**config.mk**
```make
export PLATFORM = sky130hd
export DESIGN_NAME = anw_core
export DESIGN_NICKNAME = d
export VERILOG_FILES = /design/src/core/anw_pkg.sv /design/src/core/anw_sync.sv /design/src/core/anw_core.sv
export SDC_FILE = /design/constraint.sdc
export NUM_CORES = 1
export LEC_CHECK = 0
export CAP_MARGIN = 20
export CORE_MARGIN = 1.5
export CORE_UTILIZATION = 33
export CTS_CLUSTER_SIZE = 40
export DETAILED_ROUTE_END_ITERATION = 7
export DONT_BUFFER_PORTS = 1
export GPL_TIMING_DRIVEN = 0
export HOLD_SLACK_MARGIN = 0.06
export RECOVER_POWER = 100
export SLEW_MARGIN = 20
export SYNTH_ARGS = -nofsm -noshare
export SYNTH_HDL_FRONTEND = slang
export SYNTH_SLANG_ARGS = --single-unit
```
**constraint.sdc**
```tcl
create_clock -name clk_sys_in -period 10.8 [get_ports clk_sys_in]
set_clock_uncertainty 0.15 [all_clocks]
set_input_delay 0 -clock clk_sys_in [delete_from_list [all_inputs] [get_ports clk_sys_in]]
set_output_delay 0 -clock clk_sys_in [all_outputs]
set_load 0.05 [all_outputs]
```
**src/core/anw_pkg.sv**
```systemverilog
package anw_pkg;

	// ****************************************
	// Register map, one aligned word each
	// ****************************************
	localparam int unsigned ADDR_W = 8;
	localparam logic [ADDR_W-1:0] OFF_DATA = 8'h00;
	localparam logic [ADDR_W-1:0] OFF_FEATURE = 8'h04;
	localparam logic [ADDR_W-1:0] OFF_COUNT = 8'h08;
	localparam logic [ADDR_W-1:0] OFF_ADDR0 = 8'h0C;
	localparam logic [ADDR_W-1:0] OFF_ADDR1 = 8'h10;
	localparam logic [ADDR_W-1:0] OFF_ADDR2 = 8'h14;
	localparam logic [ADDR_W-1:0] OFF_DEVHEAD = 8'h18;
	localparam logic [ADDR_W-1:0] OFF_CMD = 8'h1C;
	localparam logic [ADDR_W-1:0] OFF_ERROR = 8'h20;

	localparam logic [1:0] RESP_OKAY = 2'h0;
	localparam logic [1:0] RESP_DECERR = 2'h3;

	// ****************************************
	// Command codes and result values
	// ****************************************
	localparam logic [7:0] CMD_WRITE_NOERASE = 8'h38;
	localparam logic [7:0] CMD_POWER_QUERY = 8'hE5;
	localparam logic [7:0] PWR_RES_STANDBY = 8'h00;
	localparam logic [7:0] PWR_RES_IDLE = 8'h80;
	localparam logic [7:0] PWR_RES_ACTIVE = 8'hFF;
	localparam logic [1:0] PWR_MODE_STANDBY = 2'h0;
	localparam logic [1:0] PWR_MODE_IDLE = 2'h1;

	// ****************************************
	// Field positions and sizes
	// ****************************************
	localparam int unsigned DH_LBA_BIT = 6;
	localparam int unsigned DH_DEV_BIT = 4;
	localparam logic [7:0] COUNT_ZERO = 8'h00;
	localparam logic [8:0] SECTORS_MAX = 9'h100;
	localparam logic [7:0] WORD_LAST = 8'hFF;
	localparam logic [7:0] SECT_FIRST = 8'h01;
	localparam logic [3:0] HEAD_FIRST = 4'h0;

	typedef struct packed {
		logic bsy;
		logic drdy;
		logic df;
		logic rsv4;
		logic drq;
		logic rsv2;
		logic rsv1;
		logic err;
	} anw_status_t;

	typedef struct packed {
		logic rsv7;
		logic rsv6;
		logic rsv5;
		logic idnf;
		logic rsv3;
		logic abrt;
		logic rsv1;
		logic med;
	} anw_error_t;

	typedef struct packed {
		logic [15:0] data;
		logic [27:0] addr;
		logic lba_mode;
		logic last;
	} anw_media_t;

	typedef enum logic [1:0] {
		ST_READY,
		ST_CHECK,
		ST_XFER,
		ST_COMMIT
	} anw_state_t;

endpackage

```
**src/core/anw_sync.sv**
```systemverilog
`timescale 1ns/1ps
module anw_sync
	import anw_pkg::*;
#(
	parameter int unsigned WIDTH = 1
)
(
	input wire logic clk_sys_in,
	input wire logic arst_n_in,
	input wire logic [WIDTH-1:0] async_in,
	output logic [WIDTH-1:0] sync_out
);

	// ****************************************
	// Two-stage synchronisers
	// ****************************************
	logic [WIDTH-1:0] meta_r;

	genvar i;
	generate
		for (i = 0; i < WIDTH; i++)
		begin : g_bit
			always_ff @(posedge clk_sys_in or negedge arst_n_in)
			begin
				if (!arst_n_in)
				begin
					meta_r[i] <= 1'b0;
					sync_out[i] <= 1'b0;
				end
				else
				begin
					meta_r[i] <= async_in[i];
					sync_out[i] <= meta_r[i];
				end
			end
		end
	endgenerate

endmodule

```
**src/core/anw_core.sv**
```systemverilog
`timescale 1ns/1ps
module anw_core
	import anw_pkg::*;
#(
	parameter bit CFA_SUPPORTED = 1'b1,
	parameter bit PM_SUPPORTED = 1'b1,
	parameter bit DEV_ID = 1'b0,
	parameter logic [28:0] CAPACITY = 29'h00100000,
	parameter logic [15:0] CYLINDERS = 16'h0400,
	parameter logic [4:0] HEADS = 5'h10,
	parameter logic [7:0] SPT = 8'h3F
)
(
	input wire logic clk_sys_in,
	input wire logic arst_n_in,
	input wire logic [ADDR_W-1:0] s_axi_awaddr_in,
	input wire logic s_axi_awvalid_in,
	output logic s_axi_awready_out,
	input wire logic [31:0] s_axi_wdata_in,
	input wire logic [3:0] s_axi_wstrb_in,
	input wire logic s_axi_wvalid_in,
	output logic s_axi_wready_out,
	output logic [1:0] s_axi_bresp_out,
	output logic s_axi_bvalid_out,
	input wire logic s_axi_bready_in,
	input wire logic [ADDR_W-1:0] s_axi_araddr_in,
	input wire logic s_axi_arvalid_in,
	output logic s_axi_arready_out,
	output logic [31:0] s_axi_rdata_out,
	output logic [1:0] s_axi_rresp_out,
	output logic s_axi_rvalid_out,
	input wire logic s_axi_rready_in,
	input wire logic media_fault_in,
	input wire logic media_error_in,
	input wire logic geometry_valid_in,
	input wire logic [1:0] power_mode_in,
	output anw_media_t media_word_out,
	output logic media_valid_out
);

	// ****************************************
	// Helpers
	// ****************************************
	function automatic logic reg_known(input logic [ADDR_W-1:0] a);
		reg_known = (a == OFF_DATA) || (a == OFF_FEATURE) || (a == OFF_COUNT) ||
			(a == OFF_ADDR0) || (a == OFF_ADDR1) || (a == OFF_ADDR2) ||
			(a == OFF_DEVHEAD) || (a == OFF_CMD) || (a == OFF_ERROR);
	endfunction

	function automatic logic [7:0] power_result(input logic [1:0] mode);
		if (mode == PWR_MODE_STANDBY)
			power_result = PWR_RES_STANDBY;
		else if (mode == PWR_MODE_IDLE)
			power_result = PWR_RES_IDLE;
		else
			power_result = PWR_RES_ACTIVE;
	endfunction

	// ****************************************
	// Synchronised pins
	// ****************************************
	logic [4:0] pins_s;
	logic fault_s;
	logic media_err_s;
	logic geom_ok_s;
	logic [1:0] pwr_mode_s;

	anw_sync #(.WIDTH(5)) u_sync (
		.clk_sys_in(clk_sys_in),
		.arst_n_in(arst_n_in),
		.async_in({media_fault_in, media_error_in, geometry_valid_in, power_mode_in}),
		.sync_out(pins_s)
	);

	assign fault_s = pins_s[4];
	assign media_err_s = pins_s[3];
	assign geom_ok_s = pins_s[2];
	assign pwr_mode_s = pins_s[1:0];

	// ****************************************
	// AXI4-Lite write channels
	// ****************************************
	logic aw_held_r;
	logic w_held_r;
	logic [ADDR_W-1:0] awaddr_r;
	logic [31:0] wdata_r;
	logic [3:0] wstrb_r;
	logic awready_r;
	logic wready_r;
	logic bvalid_r;
	logic [1:0] bresp_r;
	logic wr_fire;

	assign wr_fire = aw_held_r && w_held_r && !bvalid_r;

	always_ff @(posedge clk_sys_in or negedge arst_n_in)
	begin
		if (!arst_n_in)
		begin
			aw_held_r <= 1'b0;
			awready_r <= 1'b1;
			awaddr_r <= '0;
		end
		else if (s_axi_awvalid_in && awready_r)
		begin
			aw_held_r <= 1'b1;
			awready_r <= 1'b0;
			awaddr_r <= s_axi_awaddr_in;
		end
		else if (wr_fire)
		begin
			aw_held_r <= 1'b0;
			awready_r <= 1'b1;
		end
	end

	always_ff @(posedge clk_sys_in or negedge arst_n_in)
	begin
		if (!arst_n_in)
		begin
			w_held_r <= 1'b0;
			wready_r <= 1'b1;
			wdata_r <= '0;
			wstrb_r <= '0;
		end
		else if (s_axi_wvalid_in && wready_r)
		begin
			w_held_r <= 1'b1;
			wready_r <= 1'b0;
			wdata_r <= s_axi_wdata_in;
			wstrb_r <= s_axi_wstrb_in;
		end
		else if (wr_fire)
		begin
			w_held_r <= 1'b0;
			wready_r <= 1'b1;
		end
	end

	always_ff @(posedge clk_sys_in or negedge arst_n_in)
	begin
		if (!arst_n_in)
		begin
			bvalid_r <= 1'b0;
			bresp_r <= RESP_OKAY;
		end
		else if (wr_fire)
		begin
			bvalid_r <= 1'b1;
			bresp_r <= reg_known(awaddr_r) ? RESP_OKAY : RESP_DECERR;
		end
		else if (s_axi_bready_in)
			bvalid_r <= 1'b0;
	end

	assign s_axi_awready_out = awready_r;
	assign s_axi_wready_out = wready_r;
	assign s_axi_bvalid_out = bvalid_r;
	assign s_axi_bresp_out = bresp_r;

	// ****************************************
	// Task file and command decode
	// ****************************************
	anw_state_t state_r;
	logic [7:0] feature_r;
	logic [7:0] count_r;
	logic [7:0] addr0_r;
	logic [7:0] addr1_r;
	logic [7:0] addr2_r;
	logic [7:0] devhead_r;
	logic [7:0] cmd_r;
	logic [8:0] remain_r;
	logic [7:0] word_r;
	anw_error_t error_r;
	logic drdy_r;
	logic df_r;
	anw_status_t status;
	logic lane0;
	logic tf_write;
	logic cmd_go;
	logic data_go;
	logic lba_mode;
	logic [27:0] cur_addr;
	logic [8:0] sect_total;
	logic [28:0] lba_end;
	logic chs_bad;
	logic range_bad;
	logic id_fail;
	logic [27:0] next_addr;
	logic commit_ok;

	assign lane0 = wstrb_r[0];
	// Task-file writes are ignored while a command owns the registers.
	assign tf_write = wr_fire && lane0 && (state_r == ST_READY);
	assign cmd_go = tf_write && (awaddr_r == OFF_CMD) && (devhead_r[DH_DEV_BIT] == DEV_ID);
	assign data_go = wr_fire && (awaddr_r == OFF_DATA) && (wstrb_r[1:0] == 2'b11) &&
		(state_r == ST_XFER);

	assign lba_mode = devhead_r[DH_LBA_BIT];
	assign cur_addr = {devhead_r[3:0], addr2_r, addr1_r, addr0_r};
	assign sect_total = (count_r == COUNT_ZERO) ? SECTORS_MAX : {1'b0, count_r};
	assign lba_end = {1'b0, cur_addr} + {20'h00000, sect_total};
	// Only the starting CHS address is range checked; a run past the last cylinder is not.
	assign chs_bad = (addr0_r == COUNT_ZERO) || (addr0_r > SPT) ||
		({1'b0, devhead_r[3:0]} >= HEADS) || ({addr2_r, addr1_r} >= CYLINDERS);
	assign range_bad = lba_mode ? (lba_end > CAPACITY) : chs_bad;
	assign id_fail = range_bad || (!lba_mode && !geom_ok_s);
	assign commit_ok = (state_r == ST_COMMIT) && !media_err_s && !fault_s;

	always_comb
	begin
		next_addr = cur_addr + 28'h0000001;
		if (!lba_mode)
		begin
			next_addr = {devhead_r[3:0], addr2_r, addr1_r, addr0_r + SECT_FIRST};
			if (addr0_r >= SPT)
			begin
				next_addr = {devhead_r[3:0] + 4'h1, addr2_r, addr1_r, SECT_FIRST};
				if ({1'b0, devhead_r[3:0]} >= HEADS - 5'h01)
					next_addr = {HEAD_FIRST, {addr2_r, addr1_r} + 16'h0001, SECT_FIRST};
			end
		end
	end

	always_ff @(posedge clk_sys_in or negedge arst_n_in)
	begin
		if (!arst_n_in)
		begin
			feature_r <= '0;
			count_r <= '0;
			addr0_r <= '0;
			addr1_r <= '0;
			addr2_r <= '0;
			devhead_r <= '0;
		end
		else if (tf_write)
		begin
			unique case (awaddr_r)
				OFF_FEATURE: feature_r <= wdata_r[7:0];
				OFF_COUNT: count_r <= wdata_r[7:0];
				OFF_ADDR0: addr0_r <= wdata_r[7:0];
				OFF_ADDR1: addr1_r <= wdata_r[7:0];
				OFF_ADDR2: addr2_r <= wdata_r[7:0];
				OFF_DEVHEAD: devhead_r <= wdata_r[7:0];
				default: ;
			endcase
		end
		else if (commit_ok)
		begin
			// A failed sector leaves the registers on it, so the host sees where it stopped.
			{devhead_r[3:0], addr2_r, addr1_r, addr0_r} <= next_addr;
		end
		else if ((state_r == ST_CHECK) && (cmd_r == CMD_POWER_QUERY) && PM_SUPPORTED)
			count_r <= power_result(pwr_mode_s);
	end

	// ****************************************
	// Command engine
	// ****************************************
	always_ff @(posedge clk_sys_in or negedge arst_n_in)
	begin
		if (!arst_n_in)
		begin
			state_r <= ST_READY;
			cmd_r <= '0;
			remain_r <= '0;
			word_r <= '0;
		end
		else
		begin
			unique case (state_r)
				ST_READY:
				begin
					if (cmd_go)
					begin
						cmd_r <= wdata_r[7:0];
						state_r <= ST_CHECK;
					end
				end
				ST_CHECK:
				begin
					state_r <= ST_READY;
					if ((cmd_r == CMD_WRITE_NOERASE) && CFA_SUPPORTED && !id_fail)
					begin
						remain_r <= sect_total;
						word_r <= '0;
						state_r <= ST_XFER;
					end
				end
				ST_XFER:
				begin
					if (data_go)
					begin
						word_r <= word_r + 8'h01;
						if (word_r == WORD_LAST)
							state_r <= ST_COMMIT;
					end
				end
				ST_COMMIT:
				begin
					// Data goes to the media as written; no erase pass is made first.
					remain_r <= remain_r - 9'h001;
					if (!commit_ok || (remain_r == 9'h001))
						state_r <= ST_READY;
					else
						state_r <= ST_XFER;
				end
			endcase
		end
	end

	// ****************************************
	// Error and status bits
	// ****************************************
	always_ff @(posedge clk_sys_in or negedge arst_n_in)
	begin
		if (!arst_n_in)
		begin
			error_r <= '0;
			drdy_r <= 1'b1;
			df_r <= 1'b0;
		end
		else if (cmd_go)
		begin
			error_r <= '0;
			df_r <= 1'b0;
			drdy_r <= 1'b1;
		end
		else if (state_r == ST_CHECK)
		begin
			drdy_r <= 1'b1;
			if (cmd_r == CMD_WRITE_NOERASE)
			begin
				error_r.abrt <= !CFA_SUPPORTED;
				error_r.idnf <= CFA_SUPPORTED && id_fail;
			end
			else if (cmd_r == CMD_POWER_QUERY)
			begin
				error_r.abrt <= !PM_SUPPORTED;
				df_r <= 1'b0;
			end
			else
				error_r.abrt <= 1'b1;
		end
		else if ((state_r == ST_COMMIT) && !commit_ok)
		begin
			error_r.med <= media_err_s;
			error_r.abrt <= fault_s;
			df_r <= fault_s;
		end
	end

	always_comb
	begin
		status = '0;
		status.bsy = (state_r == ST_CHECK) || (state_r == ST_COMMIT);
		status.drdy = drdy_r;
		status.df = df_r;
		status.drq = (state_r == ST_XFER);
		status.err = |error_r;
	end

	// ****************************************
	// Media word output
	// ****************************************
	anw_media_t media_r;
	logic media_valid_r;

	always_ff @(posedge clk_sys_in or negedge arst_n_in)
	begin
		if (!arst_n_in)
		begin
			media_r <= '0;
			media_valid_r <= 1'b0;
		end
		else
		begin
			media_valid_r <= data_go;
			if (data_go)
			begin
				media_r.data <= wdata_r[15:0];
				media_r.addr <= cur_addr;
				media_r.lba_mode <= lba_mode;
				media_r.last <= (word_r == WORD_LAST);
			end
		end
	end

	assign media_word_out = media_r;
	assign media_valid_out = media_valid_r;

	// ****************************************
	// AXI4-Lite read channel
	// ****************************************
	logic arready_r;
	logic rvalid_r;
	logic [31:0] rdata_r;
	logic [1:0] rresp_r;
	logic [7:0] rd_byte;

	always_comb
	begin
		rd_byte = '0;
		unique case (s_axi_araddr_in)
			OFF_COUNT: rd_byte = count_r;
			OFF_ADDR0: rd_byte = addr0_r;
			OFF_ADDR1: rd_byte = addr1_r;
			OFF_ADDR2: rd_byte = addr2_r;
			OFF_DEVHEAD: rd_byte = devhead_r;
			OFF_CMD: rd_byte = status;
			OFF_ERROR: rd_byte = error_r;
			default: rd_byte = '0;
		endcase
	end

	always_ff @(posedge clk_sys_in or negedge arst_n_in)
	begin
		if (!arst_n_in)
		begin
			arready_r <= 1'b1;
			rvalid_r <= 1'b0;
			rdata_r <= '0;
			rresp_r <= RESP_OKAY;
		end
		else if (s_axi_arvalid_in && arready_r)
		begin
			arready_r <= 1'b0;
			rvalid_r <= 1'b1;
			rdata_r <= {24'h000000, rd_byte};
			rresp_r <= reg_known(s_axi_araddr_in) ? RESP_OKAY : RESP_DECERR;
		end
		else if (rvalid_r && s_axi_rready_in)
		begin
			rvalid_r <= 1'b0;
			arready_r <= 1'b1;
		end
	end

	assign s_axi_arready_out = arready_r;
	assign s_axi_rvalid_out = rvalid_r;
	assign s_axi_rdata_out = rdata_r;
	assign s_axi_rresp_out = rresp_r;

endmodule

```
# After elaboration in Yosys (flattened, before gate mapping)
# Cells that the tools add are included.
# totals
inputBits	64
wordCells	241
regBits	174
# classes
n_eq_ne	38
muxes	66
reduce_logical	81
n_lt_le_gt_ge	5
addsub	7
bitwise	1
# op_table
op	count
two-way mux 8 bit	16
two-way mux 28 bit	3
equality test 8 x 5 -> 1 bit (second input constant)	8
case mux 8 bit (7 select lines)	1
equality test 8 x 4 -> 1 bit (second input constant)	4
zero test 8 bit	4
two-way mux 1 bit	30
adder 28 x 9 -> 29 bit	1
greater-than comparator 29 x 21 -> 1 bit (second input constant)	1
adder 28 x 1 -> 28 bit (second input constant)	1
equality test 8 x 6 -> 1 bit (second input constant)	3
nonzero test 2 bit	11
logical OR 1 bit	21
logical AND 1 bit	19
two-way mux 9 bit	2
case mux 9 bit (2 select lines)	1
adder 16 x 1 -> 16 bit (second input constant)	1
adder 8 x 1 -> 8 bit (second input constant)	2
equality test 8 x 3 -> 1 bit (second input constant)	2
equality test 8 bit (second input constant)	2
greater-or-equal comparator 16 x 11 -> 1 bit (second input constant)	1
case mux 8 bit (2 select lines)	1
AND reduction 3 bit	5
two-way mux 2 bit	7
other kinds (21)	51

# Logic depth before layout (Yosys ltp)
# depth
ltp_word	10
ltp_mapped	13
depth_no_buf	12

# Hierarchy
# Synthesis repeated with hierarchy kept, for this count alone.
# unflattened
cells_unflattened	1068
hier_area_um2	9604.2
# modules_own_cells
mod	seq_area_each_um2	cells_per_inst	instances	area_per_inst_um2
anw_core	4032.6	1058	1	9354.0
anw_sync	250.2	10	1	250.2

# Least setup slack after synthesis
# No wires, ideal clock.
# synth_timing
path_kind	register to register
startpoint	register count_r[3]
endpoint	register remain_r[2]
slack_ns	7.211
path_stages_with_launch	13
arrival_time_ns	3.316
path_buffers	0
path_cell_list	dfrtp_1 -> or4_1 -> nor2_1 -> ha_1 -> o21ai_0 -> o21bai_1 -> o21a_1 -> a31o_2 -> a211o_2 -> o41ai_4 -> o22ai_2 -> o21a_1 -> a211o_1
# synth_between
elab_chain_cells	10
elab_cells_between_ends	12
# synth_rtl
item	line	rtl
start: declaration	anw_core.sv:166	logic [7:0] count_r;
start signal: assignment	anw_core.sv:240	OFF_COUNT: count_r <= wdata_r[7:0];
start signal: assignment	anw_core.sv:254	count_r <= power_result(pwr_mode_s);
zero test 8 bit	anw_core.sv:201	assign sect_total = (count_r == COUNT_ZERO) ? SECTORS_MAX : {1'b0, count_r};
two-way mux 9 bit (*)	anw_core.sv:201	
adder 28 x 9 -> 29 bit	anw_core.sv:202	assign lba_end = {1'b0, cur_addr} + {20'h00000, sect_total};
greater-than comparator 29 x 21 -> 1 bit	anw_core.sv:206	assign range_bad = lba_mode ? (lba_end > CAPACITY) : chs_bad;
two-way mux 1 bit	anw_core.sv:206	
logical OR 1 bit	anw_core.sv:207	assign id_fail = range_bad || (!lba_mode && !geom_ok_s);
zero test 1 bit	anw_core.sv:283	if ((cmd_r == CMD_WRITE_NOERASE) && CFA_SUPPORTED && !id_fail)
logical AND 1 bit	anw_core.sv:283	
!= test 2 bit (no line)	-	
AND reduction 2 bit (no line)	-	
end signal: assignment	anw_core.sv:285	remain_r <= sect_total;
end signal: assignment	anw_core.sv:302	remain_r <= remain_r - 9'h001;
end: declaration	anw_core.sv:172	logic [8:0] remain_r;
# Every way passes the cells marked *; elsewhere a longest branch is shown, timed or not. The select of a mux whose other input is x is not followed.
# A chain may end at the register's enable or synchronous reset.

# Worst setup path after layout
# layout_timing
startpoint	register count_r[0]
endpoint	register word_r[2]
# layout_between
elab_chain_cells	10
# layout_rtl
item	line	rtl
zero test 8 bit	anw_core.sv:201	
two-way mux 9 bit (*)	anw_core.sv:201	
adder 28 x 9 -> 29 bit (*)	anw_core.sv:202	
greater-than comparator 29 x 21 -> 1 bit (*)	anw_core.sv:206	
two-way mux 1 bit (*)	anw_core.sv:206	
logical OR 1 bit (*)	anw_core.sv:207	
zero test 1 bit (*)	anw_core.sv:283	
logical AND 1 bit (*)	anw_core.sv:283	
!= test 2 bit (no line) (*)	-	
AND reduction 3 bit (no line) (*)	-	
end signal: assignment	anw_core.sv:294	word_r <= word_r + 8'h01;
end: declaration	anw_core.sv:173	logic [7:0] word_r;
# Every way passes the cells marked *; elsewhere a longest branch is shown, timed or not.

==> results by group <==
CTS
  – Post CTS Setup Buffer Count: 0
  – CTS Buffer Depth: 2
  – Reg clk slew, reported paths: 0.08 ns
  – Worst-Skew Late Latency: 0.44 ns
  – Clk sinks: 171
  – CTS Root Cell: clkbuf_16
  – H-tree level count: 4
  – Hold-fix buffers, CTS: 82
  – CTS resizes: 0
  – Num CTS Buffers: 17
  – CTS tree: yes

Place
  – # port buffers: 0
  – Inst Count DP: 1494
  – Dpl hpwl: 22500 microns
  – Routability cong.: 0.936

Synth
  – Main synth FF type: dfrtp_1
  – Synth Cell Area: 9650 sq um
  – Mean Syn Cell Area: 8.87 sq um
  – Ys Warns: 0
  – Seq/Total Area, Yosys: 44.4%
  – Synth async-reset ratio: 100%
  – Post-synth EDFFs: 0
  – #FFs+latches synth: 171
  – Syn Inst Count: 1087
  – Synth cell types: 88

Die
  – Starting Density: 33.6%
  – Num ports: 152
  – Row count: 62
  – Die Area: 30300 sq um
  – Die height: 174 microns
  – Area of the core: 28700 sq um
  – DIE WIDTH: 174 microns

Final layout
  – Antenna diodes: 0
  – Most frequent cells in the layout: 236 x nand2_1, 168 x dfrtp_1, 81 x dlygate4sd3_1
  – Final Non-Filler Cells: 1608
  – Layout cell share with drive strength beyond 1: 10.4%
  – Commonest non-fill, non-tap cell in the layout: nand2_1
  – Utilization after layout: 40.5%
  – # fillers: 2883
  – Final #Nets: 1293
  – Area Growth Syn to Fin: 20.5%

Drt
  – Antenna viol nets, final: 0
  – Vias per inst: 5.52
  – Initial drt markers: 711
  – WL/cell: 19.7 microns
  – First drt pass iteration count: 5
  – Routed vias: 8883
  – DRC Markers: 0
  – Routed WL: 31700 microns

Setup path
  – Cell family with most CP delay: compound AO/OA/AOI/OAI gates
  – Most common cell on crit path: o21ai_0
  – CP Launch Type: flop
  – Element type at the critical path end: flop
  – CP required: 10.97 ns
  – Worst EP arrival: 5.47 ns
  – Max incr delay on CP: 1.05 ns
  – Slowest cell on the critical path: o41ai_1
  – Crit Path Class: flop to flop
  – Crit-path max FO: 8
  – WP buf/inv: 0
  – Cell Chain, Critical Path: or4_1 -> nor2_1 -> ha_1 -> or3b_2 -> o2111a_1 -> o2111ai_1 -> a2111oi_0 -> nand4_1 -> o41ai_1 -> a31oi_1 -> o21ai_0 -> o21ai_0

Global routing
  – Vias in the first global route: 8622
  – All-layer global routing usage: 21.0%
  – Largest net degree at the start of global routing: 172
  – Grt total ovfl: 0
  – First-pass GRT wire length: 49300 microns
  – Antenna violations before repair: 0

Timing
  – Tcrit/Tclk final: 49.1%
  – Min Tclk post-route: 5.30 ns
  – Unrepaired setup endpoints after global routing: false
  – TNS Setup: 0 ns
  – Final setup violation count: 0
  – Rel. slew slack: 14.7%
  – Worst-margin pin slew: 1.26 ns
  – Max Slew Vio Count: 0
  – Endpoints failing hold: 0
  – Max Freq: 0.189 GHz

Hold path
  – Min-Delay Path Class: input pin to async pin

Outcome
  – Status: finished, final reports clean

Pwr
  – Seq pwr share: 43.3%
  – Logic pwr share: 23.7%
  – P_sw: 0.668 mW
  – Clock power frac: 33.0%
  – Pwr/cell area: 169 nW/um^2
  – Switch share: 34.1%
  – Int Power: 1.29 mW
  – Leak: 5.15 nW
  – Worst vdd ir: 170 uV

Run
  – # Max-Cap Violations: 0
cell families (layout without fill, tap and decap cells):
logic type,after synthesis,in the layout,synth area share [%]
buffers and inverters,111,225,5.91
muxes,44,44,4.97
and+or+nand+nor,469,469,22.8
AOI/OAI and AO/OA,262,262,18.5
adders and majority gates,18,18,2.41
other,1,24,0.0389
DFF,171,171,44.4
xor gates and xnor gates,11,11,0.999
metrics by stage:
stage	setup WS [ns]	cell area (sq um)	hold WS [ns]	power, mW
2_1_floorplan	7.21	9730	-0.446	1.10
6_report	5.50	11600	0.0639	1.96
3_3_place_gp	5.98	10200	-0.438	1.20
5_1_grt	5.07	11600	0.128	2.04
4_1_cts	5.95	11700	0.0734	1.96
3_5_place_dp	5.99	10200	-0.439	1.21
layout make-up:
cell class,count,area [sq um],share of cell area [%]
Sequential cell,171,4280,36.8
Clock inverter,15,180,1.55
Timing Repair Buffer,82,838,7.21
Clock buffer,17,425,3.66
Buffer,82,435,3.75
Inverter,29,109,0.936
Multi-Input combinational cell,828,4870,41.9
Tap cell,384,480,4.13
path summary, 6_finish.rpt:
path | startpoint | cells after the start | to | slack [ns]
worst min register to register | u_sync.meta_r[2] | 0 | u_sync.sync_out[2] | 0.20
min in group clk_sys_in | s_axi_rready_in | 2 | s_axi_rvalid_out | 0.09
worst min-delay path | arst_n_in | 2 | wdata_r[9] | 0.06
max in group asynchronous | arst_n_in | 2 | addr0_r[4] | 9.72
worst max-delay path | count_r[0] | 12 | word_r[2] | 5.50
worst max register to register | count_r[0] | 12 | word_r[2] | 5.50
cell usage after synthesis (all sizes together), types with 3 or more instances:
library cell | number | share of area (%)
o21ai | 81 | 4.2
or4 | 4 | 0.31
a31oi | 19 | 1.2
a21oi | 55 | 3.0
ha | 17 | 2.2
o31ai | 10 | 0.83
o2111ai | 3 | 0.27
o211ai | 9 | 0.84
a22o | 3 | 0.27
a221o | 9 | 0.97
o21a | 6 | 0.47
o22ai | 4 | 0.39
and3 | 17 | 1.1
nor2b | 4 | 0.26
o41ai | 4 | 0.64
a2111oi | 3 | 0.47
or3 | 11 | 0.73
a221oi | 13 | 1.2
nand2 | 238 | 9.3
nand2b | 7 | 0.45
or2 | 4 | 0.26
inv | 29 | 1.1
mux2 | 31 | 3.6
nor3b | 7 | 0.54
dfrtp | 168 | 44
o21bai | 6 | 0.47
a211o | 3 | 0.29
buf | 34 | 2.6
clkbuf | 48 | 2.2
nand3 | 31 | 1.7
dfstp | 3 | 0.82
nor4 | 3 | 0.19
xnor2 | 9 | 0.82
nor2 | 72 | 2.8
nor3 | 23 | 1.2
a21o | 8 | 0.64
nand3b | 11 | 0.86
nand4 | 17 | 1.4
and2 | 12 | 0.82
a211oi | 9 | 0.80
mux2i | 13 | 1.3
worst reg2reg max path: cells and delay by family, from the launching register on:
kind                       cells  cell delay (ns)
and+or+nand+nor                4             1.19
adders and majority gates      1             0.36
DFF                            1             0.47
AOI/OAI and AO/OA              7             3.02
registers in the layout (all words and copies together), names as in the netlist, 5 cells and up:
| signal | count |
|---|---|
| media_word_out | 46 |
| wdata_r | 16 |
| remain_r | 9 |
| addr0_r | 8 |
| addr1_r | 8 |
| addr2_r | 8 |
| awaddr_r | 8 |
| cmd_r | 8 |
| count_r | 8 |
| devhead_r | 8 |
| s_axi_rdata_out | 8 |
| word_r | 8 |
| u_sync.meta_r | 5 |
| u_sync.sync_out | 5 |
routing by layer:
layer,wire (microns),GRT usage (%),vias up
li1,-,-,4057
met1,13700,28.6,4369
met2,14300,32.4,396
met3,2800,5.47,61
met4,812,7.36,0
met5,0,0,-
power groups by stage:
| stage | combinational, mW | sequential (mW) | clock (mW) |
|---|---|---|---|
| detailed placement | 0.347 | 0.860 | 0 |
| global placement | 0.344 | 0.856 | 0 |
| floorplan | 0.277 | 0.819 | 0 |
| CTS | 0.457 | 0.848 | 0.657 |
| finish | 0.465 | 0.850 | 0.647 |
| global route | 0.505 | 0.858 | 0.681 |
Note: power is estimated with default switching activity, not from simulation.
